==> src/adsc_pkg.sv <==
// adsc_pkg: register map, field positions, reset values and timing constants
// of the converter control block.
// assumes a 32-bit axi4-lite slave with one register per aligned word.
`default_nettype none

package adsc_pkg;

	// register byte addresses
	localparam logic [7:0] ADSC_OFF_RESULT_HIGH = 8'h00;
	localparam logic [7:0] ADSC_OFF_RESULT_LOW = 8'h04;
	localparam logic [7:0] ADSC_OFF_CONV_CTRL = 8'h08;
	localparam logic [7:0] ADSC_OFF_PORT_CFG = 8'h0C;
	localparam logic [7:0] ADSC_OFF_TIMING = 8'h10;
	localparam logic [7:0] ADSC_OFF_STATUS = 8'h14;

	// conversion control fields
	localparam int ADSC_ENABLE_BIT = 0;
	localparam int ADSC_START_BIT = 1;
	localparam int ADSC_CHAN_LSB = 2;
	localparam int ADSC_CHAN_MSB = 5;
	localparam logic [3:0] ADSC_CHAN_LAST = 4'hC;

	// port configuration fields
	localparam int ADSC_NREF_BIT = 5;
	localparam int ADSC_PREF_BIT = 4;
	localparam int ADSC_PCFG_LSB = 0;
	localparam int ADSC_PCFG_MSB = 3;

	// timing and format fields
	localparam int ADSC_JUST_BIT = 7;
	localparam int ADSC_ACQ_LSB = 3;
	localparam int ADSC_ACQ_MSB = 5;
	localparam int ADSC_CLK_LSB = 0;
	localparam int ADSC_CLK_MSB = 2;
	localparam logic [2:0] ADSC_CLK_RC = 3'h3;
	localparam logic [2:0] ADSC_CLK_RC_ALT = 3'h7;

	// status register bit
	localparam int ADSC_DONE_BIT = 0;

	// reset values
	localparam logic [7:0] ADSC_RST_CONV_CTRL = 8'h00;
	localparam logic [7:0] ADSC_RST_PORT_CFG = 8'h00;
	localparam logic [7:0] ADSC_RST_TIMING = 8'h00;
	localparam logic [11:0] ADSC_RST_RESULT = 12'h000;

	// widths and counts
	localparam int ADSC_RES_BITS = 12;
	localparam int ADSC_NUM_INPUTS = 13;
	localparam logic [7:0] ADSC_DEF_DIVIDE = 8'h04;

	// internal rc start delay: one instruction cycle
	localparam int ADSC_TCY_NS = 40;
	localparam int ADSC_CLK_NS = 10;
	localparam logic [7:0] ADSC_RC_DELAY_CYC =
		8'((ADSC_TCY_NS + ADSC_CLK_NS - 1) / ADSC_CLK_NS);

	// axi response codes
	localparam logic [1:0] ADSC_RESP_OKAY = 2'h0;
	localparam logic [1:0] ADSC_RESP_SLVERR = 2'h2;

	typedef enum logic [2:0] {
		ADSC_IDLE,
		ADSC_RCWAIT,
		ADSC_ACQ,
		ADSC_CONV
	} adsc_state_e;

endpackage : adsc_pkg

`default_nettype wire

==> src/adsc_ctrl.sv <==
// adsc_ctrl: axi4-lite register file and sequencer of the 12-bit converter.
// assumes the analog comparator and input mux sit outside; comparator pin is
// asynchronous and is synchronised here.
//
// Implementation choices: the placing of the registers and the AXI4-Lite slave port.
`default_nettype none

// Summary of operation
// thirteen inputs selectable, each conversion yields a 12-bit result
// bits 5..2 of conversion_control pick input 0..12 in binary
// codes 1101..1111 select no input; conversion still runs, value floats
// bit 1 is start/busy status, bit 0 powers the converter
// port config bit 5 selects negative reference, bit 4 positive reference
// bits 3..0 set analog or digital per input, 0011 makes input 12 digital
// third register picks clock source, acquisition delay and justification; the clock field only flags the rc clock, bit-time is fixed at aclk/4
// six software registers: result high and low, three controls, status
// on completion load result, clear start bit, set done flag
// reset returns registers to defaults, converter off, conversion aborted
// software waits two bit-times between conversions
// internal rc clock adds one instruction cycle before conversion starts
// start while disabled is ignored and status stays clear
module adsc_ctrl (
	// clock and reset
	input wire logic aclk,
	input wire logic aresetn,
	// axi4-lite write address
	input wire logic [7:0] s_axi_awaddr,
	input wire logic s_axi_awvalid,
	output logic s_axi_awready,
	// axi4-lite write data
	input wire logic [31:0] s_axi_wdata,
	input wire logic [3:0] s_axi_wstrb,
	input wire logic s_axi_wvalid,
	output logic s_axi_wready,
	// axi4-lite write response
	output logic [1:0] s_axi_bresp,
	output logic s_axi_bvalid,
	input wire logic s_axi_bready,
	// axi4-lite read address
	input wire logic [7:0] s_axi_araddr,
	input wire logic s_axi_arvalid,
	output logic s_axi_arready,
	// axi4-lite read data
	output logic [31:0] s_axi_rdata,
	output logic [1:0] s_axi_rresp,
	output logic s_axi_rvalid,
	input wire logic s_axi_rready,
	// analog front end
	input wire logic comp_in,
	output logic [3:0] chan_sel,
	output logic chan_valid,
	output logic [11:0] dac_trial,
	output logic sample_hold,
	output logic converter_power,
	output logic neg_ref_select,
	output logic pos_ref_select,
	output logic [12:0] pin_analog,
	output logic conversion_done_flag
);
	import adsc_pkg::*;

	// register and control state
	logic [7:0] conv_ctrl_reg, conv_ctrl_next;
	logic [7:0] port_cfg_reg, port_cfg_next;
	logic [7:0] timing_reg, timing_next;
	logic [11:0] result_reg, result_next;
	logic done_reg, done_next;
	adsc_state_e state_reg, state_next;
	logic [4:0] acq_cnt_reg, acq_cnt_next;
	logic [7:0] rc_cnt_reg, rc_cnt_next;
	logic sar_start_reg, sar_start_next;
	// bus state
	logic awready_reg, awready_next, wready_reg, wready_next;
	logic aw_held_reg, aw_held_next, w_held_reg, w_held_next;
	logic [7:0] awaddr_reg, awaddr_next;
	logic [31:0] wdata_reg, wdata_next;
	logic [3:0] wstrb_reg, wstrb_next;
	logic bvalid_reg, bvalid_next;
	logic [1:0] bresp_reg, bresp_next;
	logic arready_reg, arready_next, rvalid_reg, rvalid_next;
	logic [31:0] rdata_reg, rdata_next;
	logic [1:0] rresp_reg, rresp_next;
	// pin synchroniser and outputs
	logic comp_meta_reg, comp_sync_reg;
	logic [12:0] pin_analog_reg, pin_analog_next;
	// helpers
	logic tick, sar_done, run_ticks, do_write;
	logic [11:0] sar_trial;
	logic [2:0] acq_code;
	logic [4:0] acq_len;
	logic rc_sel;

	// comparator pin passes two flops before anything reads it
	always_ff @(posedge aclk) begin
		if (!aresetn) begin
			comp_meta_reg <= 1'b0;
			comp_sync_reg <= 1'b0;
		end else begin
			comp_meta_reg <= comp_in;
			comp_sync_reg <= comp_meta_reg;
		end
	end

	// ticks restart with the sar, so each trial clears the synchroniser first
	assign run_ticks = ((state_reg == ADSC_ACQ) && (acq_cnt_reg != 5'd0)) ||
		((state_reg == ADSC_CONV) && !sar_start_reg);

	adsc_tick_gen u_tick (
		.aclk(aclk),
		.aresetn(aresetn),
		.run(run_ticks),
		.divide(ADSC_DEF_DIVIDE),
		.tick(tick)
	);

	adsc_sar u_sar (
		.aclk(aclk),
		.aresetn(aresetn),
		.start(sar_start_reg),
		.step(tick && (state_reg == ADSC_CONV)),
		.comp_in(comp_sync_reg),
		.trial(sar_trial),
		.done(sar_done)
	);

	// acquisition length in bit-times, code 0..7 -> 0,2,4,6,8,12,16,20
	assign acq_code = timing_reg[ADSC_ACQ_MSB:ADSC_ACQ_LSB];
	always_comb begin
		case (acq_code)
			3'h0: acq_len = 5'd0;
			3'h1: acq_len = 5'd2;
			3'h2: acq_len = 5'd4;
			3'h3: acq_len = 5'd6;
			3'h4: acq_len = 5'd8;
			3'h5: acq_len = 5'd12;
			3'h6: acq_len = 5'd16;
			default: acq_len = 5'd20;
		endcase
	end
	assign rc_sel = (timing_reg[ADSC_CLK_MSB:ADSC_CLK_LSB] == ADSC_CLK_RC) ||
		(timing_reg[ADSC_CLK_MSB:ADSC_CLK_LSB] == ADSC_CLK_RC_ALT);

	assign do_write = aw_held_reg && w_held_reg && !bvalid_reg;

	// axi write side: address and data taken in either order, reply after both
	always_comb begin
		awready_next = 1'b0;
		wready_next = 1'b0;
		aw_held_next = aw_held_reg;
		w_held_next = w_held_reg;
		awaddr_next = awaddr_reg;
		wdata_next = wdata_reg;
		wstrb_next = wstrb_reg;
		bvalid_next = bvalid_reg;
		bresp_next = bresp_reg;
		if (s_axi_awvalid && awready_reg) begin
			aw_held_next = 1'b1;
			awaddr_next = s_axi_awaddr;
		end
		if (s_axi_wvalid && wready_reg) begin
			w_held_next = 1'b1;
			wdata_next = s_axi_wdata;
			wstrb_next = s_axi_wstrb;
		end
		if (do_write) begin
			aw_held_next = 1'b0;
			w_held_next = 1'b0;
			bvalid_next = 1'b1;
			bresp_next = (awaddr_reg == ADSC_OFF_CONV_CTRL ||
				awaddr_reg == ADSC_OFF_PORT_CFG ||
				awaddr_reg == ADSC_OFF_TIMING ||
				awaddr_reg == ADSC_OFF_RESULT_HIGH ||
				awaddr_reg == ADSC_OFF_RESULT_LOW ||
				awaddr_reg == ADSC_OFF_STATUS) ?
				ADSC_RESP_OKAY : ADSC_RESP_SLVERR;
		end
		if (bvalid_reg && s_axi_bready) begin
			bvalid_next = 1'b0;
		end
		// one-cycle ready pulses; never offered while a slot is full
		awready_next = !aw_held_next && !awready_reg && s_axi_awvalid &&
			!bvalid_next;
		wready_next = !w_held_next && !wready_reg && s_axi_wvalid &&
			!bvalid_next;
	end

	// axi read side: one read at a time, data registered
	always_comb begin
		arready_next = 1'b0;
		rvalid_next = rvalid_reg;
		rdata_next = rdata_reg;
		rresp_next = rresp_reg;
		if (rvalid_reg && s_axi_rready) begin
			rvalid_next = 1'b0;
		end
		if (s_axi_arvalid && arready_reg) begin
			rvalid_next = 1'b1;
			rresp_next = ADSC_RESP_OKAY;
			rdata_next = 32'h0000_0000;
			// justification applies to what software sees; see
			case (s_axi_araddr)
				ADSC_OFF_RESULT_HIGH: rdata_next[7:0] =
					timing_reg[ADSC_JUST_BIT] ? {4'h0, result_reg[11:8]} :
					result_reg[11:4];
				ADSC_OFF_RESULT_LOW: rdata_next[7:0] =
					timing_reg[ADSC_JUST_BIT] ? result_reg[7:0] :
					{result_reg[3:0], 4'h0};
				ADSC_OFF_CONV_CTRL: rdata_next[7:0] = conv_ctrl_reg;
				ADSC_OFF_PORT_CFG: rdata_next[7:0] = port_cfg_reg;
				ADSC_OFF_TIMING: rdata_next[7:0] = timing_reg;
				ADSC_OFF_STATUS: rdata_next[ADSC_DONE_BIT] = done_reg;
				default: rresp_next = ADSC_RESP_SLVERR;
			endcase
		end
		arready_next = s_axi_arvalid && !arready_reg && !rvalid_next;
	end

	// register writes and the conversion sequencer
	always_comb begin
		conv_ctrl_next = conv_ctrl_reg;
		port_cfg_next = port_cfg_reg;
		timing_next = timing_reg;
		result_next = result_reg;
		done_next = done_reg;
		state_next = state_reg;
		acq_cnt_next = acq_cnt_reg;
		rc_cnt_next = rc_cnt_reg;
		sar_start_next = 1'b0;
		if (do_write && wstrb_reg[0]) begin
			case (awaddr_reg)
				// bits 7..6 unimplemented; start bit only by software set
				ADSC_OFF_CONV_CTRL: begin
					conv_ctrl_next = {2'b00, wdata_reg[5:0]};
					if (state_reg != ADSC_IDLE) begin
						conv_ctrl_next[ADSC_START_BIT] = 1'b1;
					end
					// start ignored while the converter is off; see
					if (!wdata_reg[ADSC_ENABLE_BIT]) begin
						conv_ctrl_next[ADSC_START_BIT] = 1'b0;
					end
				end
				ADSC_OFF_PORT_CFG: port_cfg_next = {2'b00, wdata_reg[5:0]};
				ADSC_OFF_TIMING: timing_next = {wdata_reg[7], 1'b0,
					wdata_reg[5:0]};
				// writing one clears the done flag
				ADSC_OFF_STATUS: if (wdata_reg[ADSC_DONE_BIT]) begin
					done_next = 1'b0;
				end
				default: ;
			endcase
		end
		case (state_reg)
			ADSC_IDLE: begin
				if (conv_ctrl_next[ADSC_START_BIT] &&
					conv_ctrl_next[ADSC_ENABLE_BIT]) begin
					// rc clock waits one instruction cycle first; see
					rc_cnt_next = ADSC_RC_DELAY_CYC;
					acq_cnt_next = acq_len;
					state_next = rc_sel ? ADSC_RCWAIT : ADSC_ACQ;
				end
			end
			ADSC_RCWAIT: begin
				rc_cnt_next = rc_cnt_reg - 8'h01;
				if (rc_cnt_reg == 8'h01) begin
					state_next = ADSC_ACQ;
				end
			end
			// programmed acquisition before conversion; see
			ADSC_ACQ: begin
				if (acq_cnt_reg == 5'd0) begin
					sar_start_next = 1'b1;
					state_next = ADSC_CONV;
				end else if (tick) begin
					acq_cnt_next = acq_cnt_reg - 5'd1;
				end
			end
			ADSC_CONV: begin
				// invalid channel still converts a floating value; see
				if (sar_done) begin
					result_next = sar_trial;
					conv_ctrl_next[ADSC_START_BIT] = 1'b0;
					done_next = 1'b1;
					state_next = ADSC_IDLE;
				end
			end
			default: state_next = ADSC_IDLE;
		endcase
		// turning the converter off aborts a running conversion
		if (!conv_ctrl_next[ADSC_ENABLE_BIT]) begin
			state_next = ADSC_IDLE;
			conv_ctrl_next[ADSC_START_BIT] = 1'b0;
		end
	end

	// per-input analog map: code 0..2 all analog, each step frees one more
	always_comb begin
		pin_analog_next = '1;
		for (int i = 0; i < ADSC_NUM_INPUTS; i++) begin
			if (port_cfg_reg[ADSC_PCFG_MSB:ADSC_PCFG_LSB] > 4'h2 &&
				(32'(ADSC_NUM_INPUTS - i) <=
				32'(port_cfg_reg[ADSC_PCFG_MSB:ADSC_PCFG_LSB]) - 32'd2)) begin
				pin_analog_next[i] = 1'b0;
			end
		end
	end

	// reset defaults: converter off, sequencer idle; see
	always_ff @(posedge aclk) begin
		if (!aresetn) begin
			conv_ctrl_reg <= ADSC_RST_CONV_CTRL;
			port_cfg_reg <= ADSC_RST_PORT_CFG;
			timing_reg <= ADSC_RST_TIMING;
			result_reg <= ADSC_RST_RESULT;
			done_reg <= 1'b0;
			state_reg <= ADSC_IDLE;
			acq_cnt_reg <= 5'd0;
			rc_cnt_reg <= 8'h00;
			sar_start_reg <= 1'b0;
			pin_analog_reg <= '1;
			awready_reg <= 1'b0;
			wready_reg <= 1'b0;
			aw_held_reg <= 1'b0;
			w_held_reg <= 1'b0;
			awaddr_reg <= 8'h00;
			wdata_reg <= 32'h0000_0000;
			wstrb_reg <= 4'h0;
			bvalid_reg <= 1'b0;
			bresp_reg <= ADSC_RESP_OKAY;
			arready_reg <= 1'b0;
			rvalid_reg <= 1'b0;
			rdata_reg <= 32'h0000_0000;
			rresp_reg <= ADSC_RESP_OKAY;
		end else begin
			conv_ctrl_reg <= conv_ctrl_next;
			port_cfg_reg <= port_cfg_next;
			timing_reg <= timing_next;
			result_reg <= result_next;
			done_reg <= done_next;
			state_reg <= state_next;
			acq_cnt_reg <= acq_cnt_next;
			rc_cnt_reg <= rc_cnt_next;
			sar_start_reg <= sar_start_next;
			pin_analog_reg <= pin_analog_next;
			awready_reg <= awready_next;
			wready_reg <= wready_next;
			aw_held_reg <= aw_held_next;
			w_held_reg <= w_held_next;
			awaddr_reg <= awaddr_next;
			wdata_reg <= wdata_next;
			wstrb_reg <= wstrb_next;
			bvalid_reg <= bvalid_next;
			bresp_reg <= bresp_next;
			arready_reg <= arready_next;
			rvalid_reg <= rvalid_next;
			rdata_reg <= rdata_next;
			rresp_reg <= rresp_next;
		end
	end

	// outputs from flops; chan_valid and sample_hold decoded from flops
	assign s_axi_awready = awready_reg;
	assign s_axi_wready = wready_reg;
	assign s_axi_bvalid = bvalid_reg;
	assign s_axi_bresp = bresp_reg;
	assign s_axi_arready = arready_reg;
	assign s_axi_rvalid = rvalid_reg;
	assign s_axi_rdata = rdata_reg;
	assign s_axi_rresp = rresp_reg;
	assign chan_sel = conv_ctrl_reg[ADSC_CHAN_MSB:ADSC_CHAN_LSB];
	assign chan_valid = conv_ctrl_reg[ADSC_CHAN_MSB:ADSC_CHAN_LSB] <=
		ADSC_CHAN_LAST;
	assign dac_trial = sar_trial;
	assign sample_hold = (state_reg == ADSC_CONV);
	assign converter_power = conv_ctrl_reg[ADSC_ENABLE_BIT];
	assign neg_ref_select = port_cfg_reg[ADSC_NREF_BIT];
	assign pos_ref_select = port_cfg_reg[ADSC_PREF_BIT];
	assign pin_analog = pin_analog_reg;
	assign conversion_done_flag = done_reg;

endmodule : adsc_ctrl

`default_nettype wire

==> src/adsc_tick_gen.sv <==
// adsc_tick_gen: divides aclk into one-cycle bit-time ticks.
// assumes the divide value is held stable while enabled.
`default_nettype none

module adsc_tick_gen (
	// clock and reset
	input wire logic aclk,
	input wire logic aresetn,
	// control
	input wire logic run,
	input wire logic [7:0] divide,
	// tick out
	output logic tick
);
	import adsc_pkg::*;

	logic [7:0] cnt_reg;
	logic [7:0] cnt_next;
	logic tick_reg;
	logic tick_next;

	// count down from divide-1, pulse at zero; restarts whenever run drops
	always_comb begin
		cnt_next = cnt_reg;
		tick_next = 1'b0;
		if (!run) begin
			cnt_next = divide - 8'h01;
		end else if (cnt_reg == 8'h00) begin
			cnt_next = divide - 8'h01;
			tick_next = 1'b1;
		end else begin
			cnt_next = cnt_reg - 8'h01;
		end
	end

	always_ff @(posedge aclk) begin
		if (!aresetn) begin
			cnt_reg <= 8'h00;
			tick_reg <= 1'b0;
		end else begin
			cnt_reg <= cnt_next;
			tick_reg <= tick_next;
		end
	end

	assign tick = tick_reg;

endmodule : adsc_tick_gen

`default_nettype wire

==> src/adsc_sar.sv <==
// adsc_sar: 12-bit successive-approximation register.
// assumes comp_in is already synchronised and reflects the trial value.
`default_nettype none

module adsc_sar (
	// clock and reset
	input wire logic aclk,
	input wire logic aresetn,
	// control
	input wire logic start,
	input wire logic step,
	input wire logic comp_in,
	// result
	output logic [11:0] trial,
	output logic done
);
	import adsc_pkg::*;

	logic [11:0] val_reg;
	logic [11:0] val_next;
	logic [11:0] bit_reg;
	logic [11:0] bit_next;
	logic done_reg;
	logic done_next;

	// msb first: keep the trial bit when the comparator says input is above
	always_comb begin
		val_next = val_reg;
		bit_next = bit_reg;
		done_next = 1'b0;
		if (start) begin
			bit_next = 12'h800;
			val_next = 12'h800;
		end else if (step && (bit_reg != 12'h000)) begin
			if (!comp_in) begin
				val_next = val_reg & ~bit_reg;
			end
			bit_next = bit_reg >> 1;
			val_next = val_next | (bit_reg >> 1);
			done_next = (bit_reg == 12'h001);
		end
	end

	always_ff @(posedge aclk) begin
		if (!aresetn) begin
			val_reg <= ADSC_RST_RESULT;
			bit_reg <= 12'h000;
			done_reg <= 1'b0;
		end else begin
			val_reg <= val_next;
			bit_reg <= bit_next;
			done_reg <= done_next;
		end
	end

	assign trial = val_reg;
	assign done = done_reg;

endmodule : adsc_sar

`default_nettype wire

==> config.mk <==
export PLATFORM = sky130hd
export DESIGN_NAME = adsc_ctrl
export DESIGN_NICKNAME = d
export VERILOG_FILES = /design/src/adsc_pkg.sv /design/src/adsc_ctrl.sv /design/src/adsc_tick_gen.sv /design/src/adsc_sar.sv
export SDC_FILE = /design/constraint.sdc
export NUM_CORES = 1
export LEC_CHECK = 0
export BUFFER_PORTS_ARGS = -buffer_cell sky130_fd_sc_hd__buf_2
export CAP_MARGIN = 20
export CORE_AREA = 2 2 95 116
export CTS_CLUSTER_SIZE = 20
export DETAILED_ROUTE_END_ITERATION = 16
export DIE_AREA = 0 0 97 118
export HOLD_SLACK_MARGIN = 0.03
export PLACE_DENSITY_LB_ADDON = 0.2
export SLEW_MARGIN = 25
export SYNTH_ARGS = -nofsm -noshare
export SYNTH_HDL_FRONTEND = slang
export SYNTH_SLANG_ARGS = --single-unit
==> constraint.sdc <==
create_clock -name aclk -period 3.9 [get_ports aclk]
set_clock_uncertainty 0.2 [all_clocks]
set_input_delay 0.39 -clock aclk [delete_from_list [all_inputs] [get_ports aclk]]
set_output_delay 0.39 -clock aclk [all_outputs]
set_load 0.01 [all_outputs]
* Word level (Yosys, flattened, before mapping)
Cells that the tools add are included.
** Storage, ports and cells
- Flip-flop bits (word level) :: 134
- Bits of input ports :: 60
- Word-level logic and storage cells :: 227
** Operators by class
- $add $sub $neg :: 4
- $lt $le $gt $ge :: 15
- Equality and inequality tests :: 29
- Muxes and demuxes :: 62
- Bitwise logic cells :: 6
- Reduce and logical (&&, ||, !) cells :: 76
** Operator list (number)
- $le 4x32->1 const A :: 6
- $le 3x32->1 const A :: 4
- $mux 12 :: 7
- $le 2x32->1 const A :: 2
- $pmux 5 s7 :: 1
- $pmux 7 s5 :: 1
- $logic_and 1x1->1 :: 34
- $eq 8x4->1 const B :: 4
- $eq 8x5->1 const B :: 4
- $le 1x32->1 const A :: 1
- $mux 1 :: 32
- $logic_not 8->1 :: 3
- $mux 8 :: 3
- $eq 8x3->1 const B :: 2
- $pmux 8 s2 :: 1
- $reduce_and 2->1 :: 8
- $sub 8x1->8 const B :: 2
- $eq 3x2->1 const B :: 5
- $mux 5 :: 3
- $mux 2 :: 7
- $and 12x12->12 :: 1
- $eq 12x1->1 const B :: 1
- $eq 3x3->1 const B :: 4
- $mux 3 :: 4
- other kinds (26) :: 52

* Depth between registers and ports, before layout
- Word-level depth :: 8
- Depth in mapped cells :: 9
- Gate-level depth less buffers :: 8

* Modules after synthesis
From an unflattened synthesis, not the netlist that was laid out.
** Second synthesis, totals
- Cell total of the unflattened synthesis :: 733
- Area, all modules :: 6180.9 µm²
** By module, submodules not included
- adsc_ctrl :: times used 1, cells an instance 559, area an instance 4628.2 µm², seq. area each 1921.8 µm²
- adsc_sar :: times used 1, cells an instance 109, area an instance 950.9 µm², seq. area each 500.5 µm²
- adsc_tick_gen :: times used 1, cells an instance 65, area an instance 601.8 µm², seq. area each 180.2 µm²

* Least setup slack after synthesis
Ideal clock, no wire load.
- Path type :: reg-to-reg
- Start point :: register port_cfg_reg[1]
- End point :: register pin_analog_reg[0], in the netlist pin_analog[0]
- Setup time :: 0.117 ns
- Data arrival time :: 1.934 ns
- Slack :: 1.650 ns
- Cell stages (with the launch flop) :: 10
- Buffers on the path :: 1
- Cells stage by stage :: dfxtp_1 clkbuf_1 inv_1 ha_1 ha_1 nand2b_1 a21oi_1 and2_1 o21ai_1 o22a_1
** On the way
- Longest elaborated chain between the ends :: 4
** RTL lines
- start, declared :: RTL line adsc_ctrl.sv:64 : logic [7:0] port_cfg_reg, port_cfg_next;
- start signal, assigned :: RTL line adsc_ctrl.sv:335 : port_cfg_reg <= port_cfg_next;
- $sub 4x2->5 :: RTL line adsc_ctrl.sv:301 : 32'(port_cfg_reg[ADSC_PCFG_MSB:ADSC_PCFG_LSB]) - 32'd2)) begin
- $le 4x32->1 :: RTL line adsc_ctrl.sv:300 : (32'(ADSC_NUM_INPUTS - i) <=
- $logic_and 1x1->1 * :: RTL line adsc_ctrl.sv:299 : if (port_cfg_reg[ADSC_PCFG_MSB:ADSC_PCFG_LSB] > 4'h2 &&
- $mux 1 * :: RTL line adsc_ctrl.sv:299
- end signal, assigned :: RTL line adsc_ctrl.sv:343 : pin_analog_reg <= pin_analog_next;
- end, declared :: RTL line adsc_ctrl.sv:85 : logic [12:0] pin_analog_reg, pin_analog_next;
Every way passes the cells marked *; elsewhere a longest branch is shown, timed or not.
A chain may end at the register's enable or synchronous reset.

* Final worst setup path
- Start point :: register awaddr_reg[0]
- End point :: register state_reg[0]
** On the way
- Longest elaborated chain between the ends :: 6
** RTL lines
- start, declared :: RTL line adsc_ctrl.sv:75 : logic [7:0] awaddr_reg, awaddr_next;
- start signal, assigned :: RTL line adsc_ctrl.sv:348 : awaddr_reg <= awaddr_next;
- $eq 8x4->1 * :: RTL line adsc_ctrl.sv:230 : case (awaddr_reg)
- $mux 2 * :: RTL line adsc_ctrl.sv:230
- $mux 2 * :: RTL line adsc_ctrl.sv:229 : if (do_write && wstrb_reg[0]) begin
- $logic_and 1x1->1 :: RTL line adsc_ctrl.sv:254 : if (conv_ctrl_next[ADSC_START_BIT] &&
- $ne 2x2->1 (no source line)
- $reduce_and 4->1 (no source line)
- end signal, assigned :: RTL line adsc_ctrl.sv:339 : state_reg <= state_next;
- end, declared :: RTL line adsc_ctrl.sv:68 : adsc_state_e state_reg, state_next;
Marks and branches as above.

==> impl_results.md <==
* GR Util All Layers at 23.7%
* Initial Utilization at between 50% and 60%
* Launch point of the worst reg-to-reg path: awaddr_reg[0]$_SDFFE_PN0P_
* Pwr per Cell Area at about 450 nW/um^2
* Longest Clk Path Bufs at 2
* Standby leakage power at about 2.7 nW
* Area Growth Syn to Fin at 17.6%
* Sequential share of the synthesized area at 44.5%
* Post-DRT Antenna Nets at 0
* Max_slew headroom at between 40% and 50%
* Final worst path period need at around 2.6 ns
* Nets at between 800 and 900
* Crit share post-route at between 60% and 70%
* Hold path start: s_axi_awaddr[7]
* Fmax at around 380 MHz
* Most used DFF post-synth: dfxtp_1
* Largest net degree at the start of global routing at between 40 and 50
* Final setup TNS at 0 ns
* Skew-Pair Late Insertion Delay at 0.42 ns
* GRT overflow at 0
* Yosys cell types at 60
* I/O pin count at 136
* Pre-antenna DRT Iters at 6
* DR vias at between 5,000 and 6,000
* Global-route wire length before repair at around 22,000 microns
* Startpoint types: flip-flop
* Antenna cells at 0
* Final hold vios at 0
* Setup-failing EPs final at 0
* Die height at between 100 and 150 microns
* Routed Wire Length at 13,400 microns
* Die area at 11,400 sq um
* CTS tree: done
* Initial antenna violation count at 0
* IO Port Bufs at between 80 and 90
* Maxcap violations at 0
* GP Congestion at between 0.8 and 0.9
* Mapped Area at approximately 5900 sq um
* # DRC at 0
* DR vias/cell at roughly 5.6
* Clk sink count at 130
* Mapped Avg Cell Area at approximately 8.4 sq um
* Cells after Synth at 700
* DR iter-0 viols at 353
* Final Max Slew Viols at 0
* RSZ-0062 raised after global routing: false
* CP Launch Point: awaddr_reg[0]$_SDFFE_PN0P_
* Hold Crit Class: input pin to flip-flop
* Num rows at just over 40
* Die X at ~97 microns
* Fin area at 6880 sq um
* Crit Path Max Fanout at 10
* Synthesized flop and latch total at 130
* H-tree Lvls at 4
* Root Buffer: clkbuf_16
* HPWL after DPL at 9400 microns
* Status: complete, no violations
* Drt wl/cell at approximately 15 microns
* Arrival @ worst endpoint at about 2.7 ns
* Vias in the first global route at 4,812
* Worst VDD drop at 312 uV
* CTS buffer count at 17
* Clock slew at the register clock pins of the worst setup and hold paths at about 0.06 ns
* DP Area at approximately 6200 sq um
* Layout fillers at around 860
* Number of synthesized flops with an enable pin at 0
* Synth Warn # at 0
* Worst-margin pin slew at around 0.8 ns
* Worst setup EP type: flip-flop
* Core footprint at about 10,000 sq um
* Critical path type: flip-flop to flip-flop
* Max reg flops at 13
* WP data required at roughly 4.0 ns
* Asr flop ratio synth at 0%
* Share of cells above drive strength 1 at between 10% and 20%
placed cells by master, fill, tap and decap left out, drive strengths merged, types with 4 or more instances in the layout:
master	instances
dfxtp	130
nand2	123
buf	85
a21oi	81
nor2	50
mux2i	34
nand3	30
conb	26
o21ai	25
inv	21
clkbuf	21
ha	14
nor3	13
and2	8
a31oi	8
dlygate4sd3	8
nand2b	6
nor2b	6
nand4	6
clkinvlp	6
mux2	6
nor4	6
nand3b	5
xnor2	4
or3	4
critical path: stages, from the launching register on:
cell	delay (ns)
dfxtp_1	0.32
nor4_2	0.32
nand4b_1	0.58
mux2_4	0.56
o311a_1	0.35
a31o_1	0.19
worst paths after layout:
check | endpoint | slack, ns | cells after the start
worst max-delay path | state_reg[0]$_SDFFE_PN0P_ | 1.27 | 5
worst max register to register | state_reg[0]$_SDFFE_PN0P_ | 1.27 | 5
worst min register to register | comp_sync_reg$_SDFF_PN0_ | 0.24 | 1
worst min-delay path | awaddr_reg[7]$_SDFFE_PN0P_ | 0.03 | 3
Yosys cell counts (6+ instances only):
cell	count	area (sq um)
nand3_1	30	150
inv_1	21	78.8
nor2_1	50	188
nand4_1	6	37.5
dfxtp_1	130	2600
nand2_1	123	462
a21oi_1	81	405
o21ai_0	23	115
ha_1	14	175
a31oi_1	8	50.1
nand2b_1	6	37.5
buf_4	31	233
nor2b_1	6	37.5
and2_1	8	50.1
clkbuf_1	29	109
nor3_1	13	65.1
mux2i_1	34	340
stage by stage:
stage | hold slack (ns) | instances | worst slack (ns) | utilization (%) | total power (W)
after floorplan | 0.212 | 725 | 1.65 | - | 0.00147
after global placement | 0.217 | 875 | 1.28 | 60.0 | 0.00149
after detailed placement | 0.225 | 875 | 1.27 | 60.0 | 0.00149
after CTS | 0.0304 | 915 | 1.26 | 66.7 | 0.00309
after global routing | 0.0331 | 915 | 1.11 | 66.7 | 0.00316
final | 0.0323 | 915 | 1.27 | 66.7 | 0.00307
per-layer routing:
metal	up-vias	part of all wire (%)	GRT usage, %
met5	-	0	0
met3	23	5.2	5.94
li1	2534	-	-
met4	0	1.5	7.92
met1	2380	43	28.4
met2	161	50	41.2
final cells by class:
type	instances	area [sq um]	area share, %
Multi-Input combinational cell	510	2910	42.3
Sequential cell	130	2600	37.8
Timing Repair Buffer	93	515	7.49
Clock buffer	21	480	6.99
Tap cell	129	161	2.35
Clock inverter	11	128	1.86
Inverter	21	78.8	1.15
cells by family after synthesis:
family          after synthesis  synth area share [%]
other cells                   1                0.0641
simple gates                275                  22.2
mux                          40                  7.04
buf+inv                      85                  7.46
xor+xnor                      7                  1.05
flops                       130                  44.5
compound gates              148                  14.8
fa+ha+maj                    14                  2.99
repair_timing:
| item | CTS | global route |
|---|---|---|
| hold buffers | 8 | 0 |
| buffers inserted | 0 | 0 |
| resized for setup | 0 | 0 |
| hold endpoints to repair | 8 | 0 |
power by group:
group / internal (W) / leakage, nW / switching (W)
logic: 0.0000415 / 1.42 / 0.0000726
clock network: 0.00101 / 0.280 / 0.000592
registers: 0.00134 / 1.05 / 0.0000144
(Power assumes the default switching activity.)
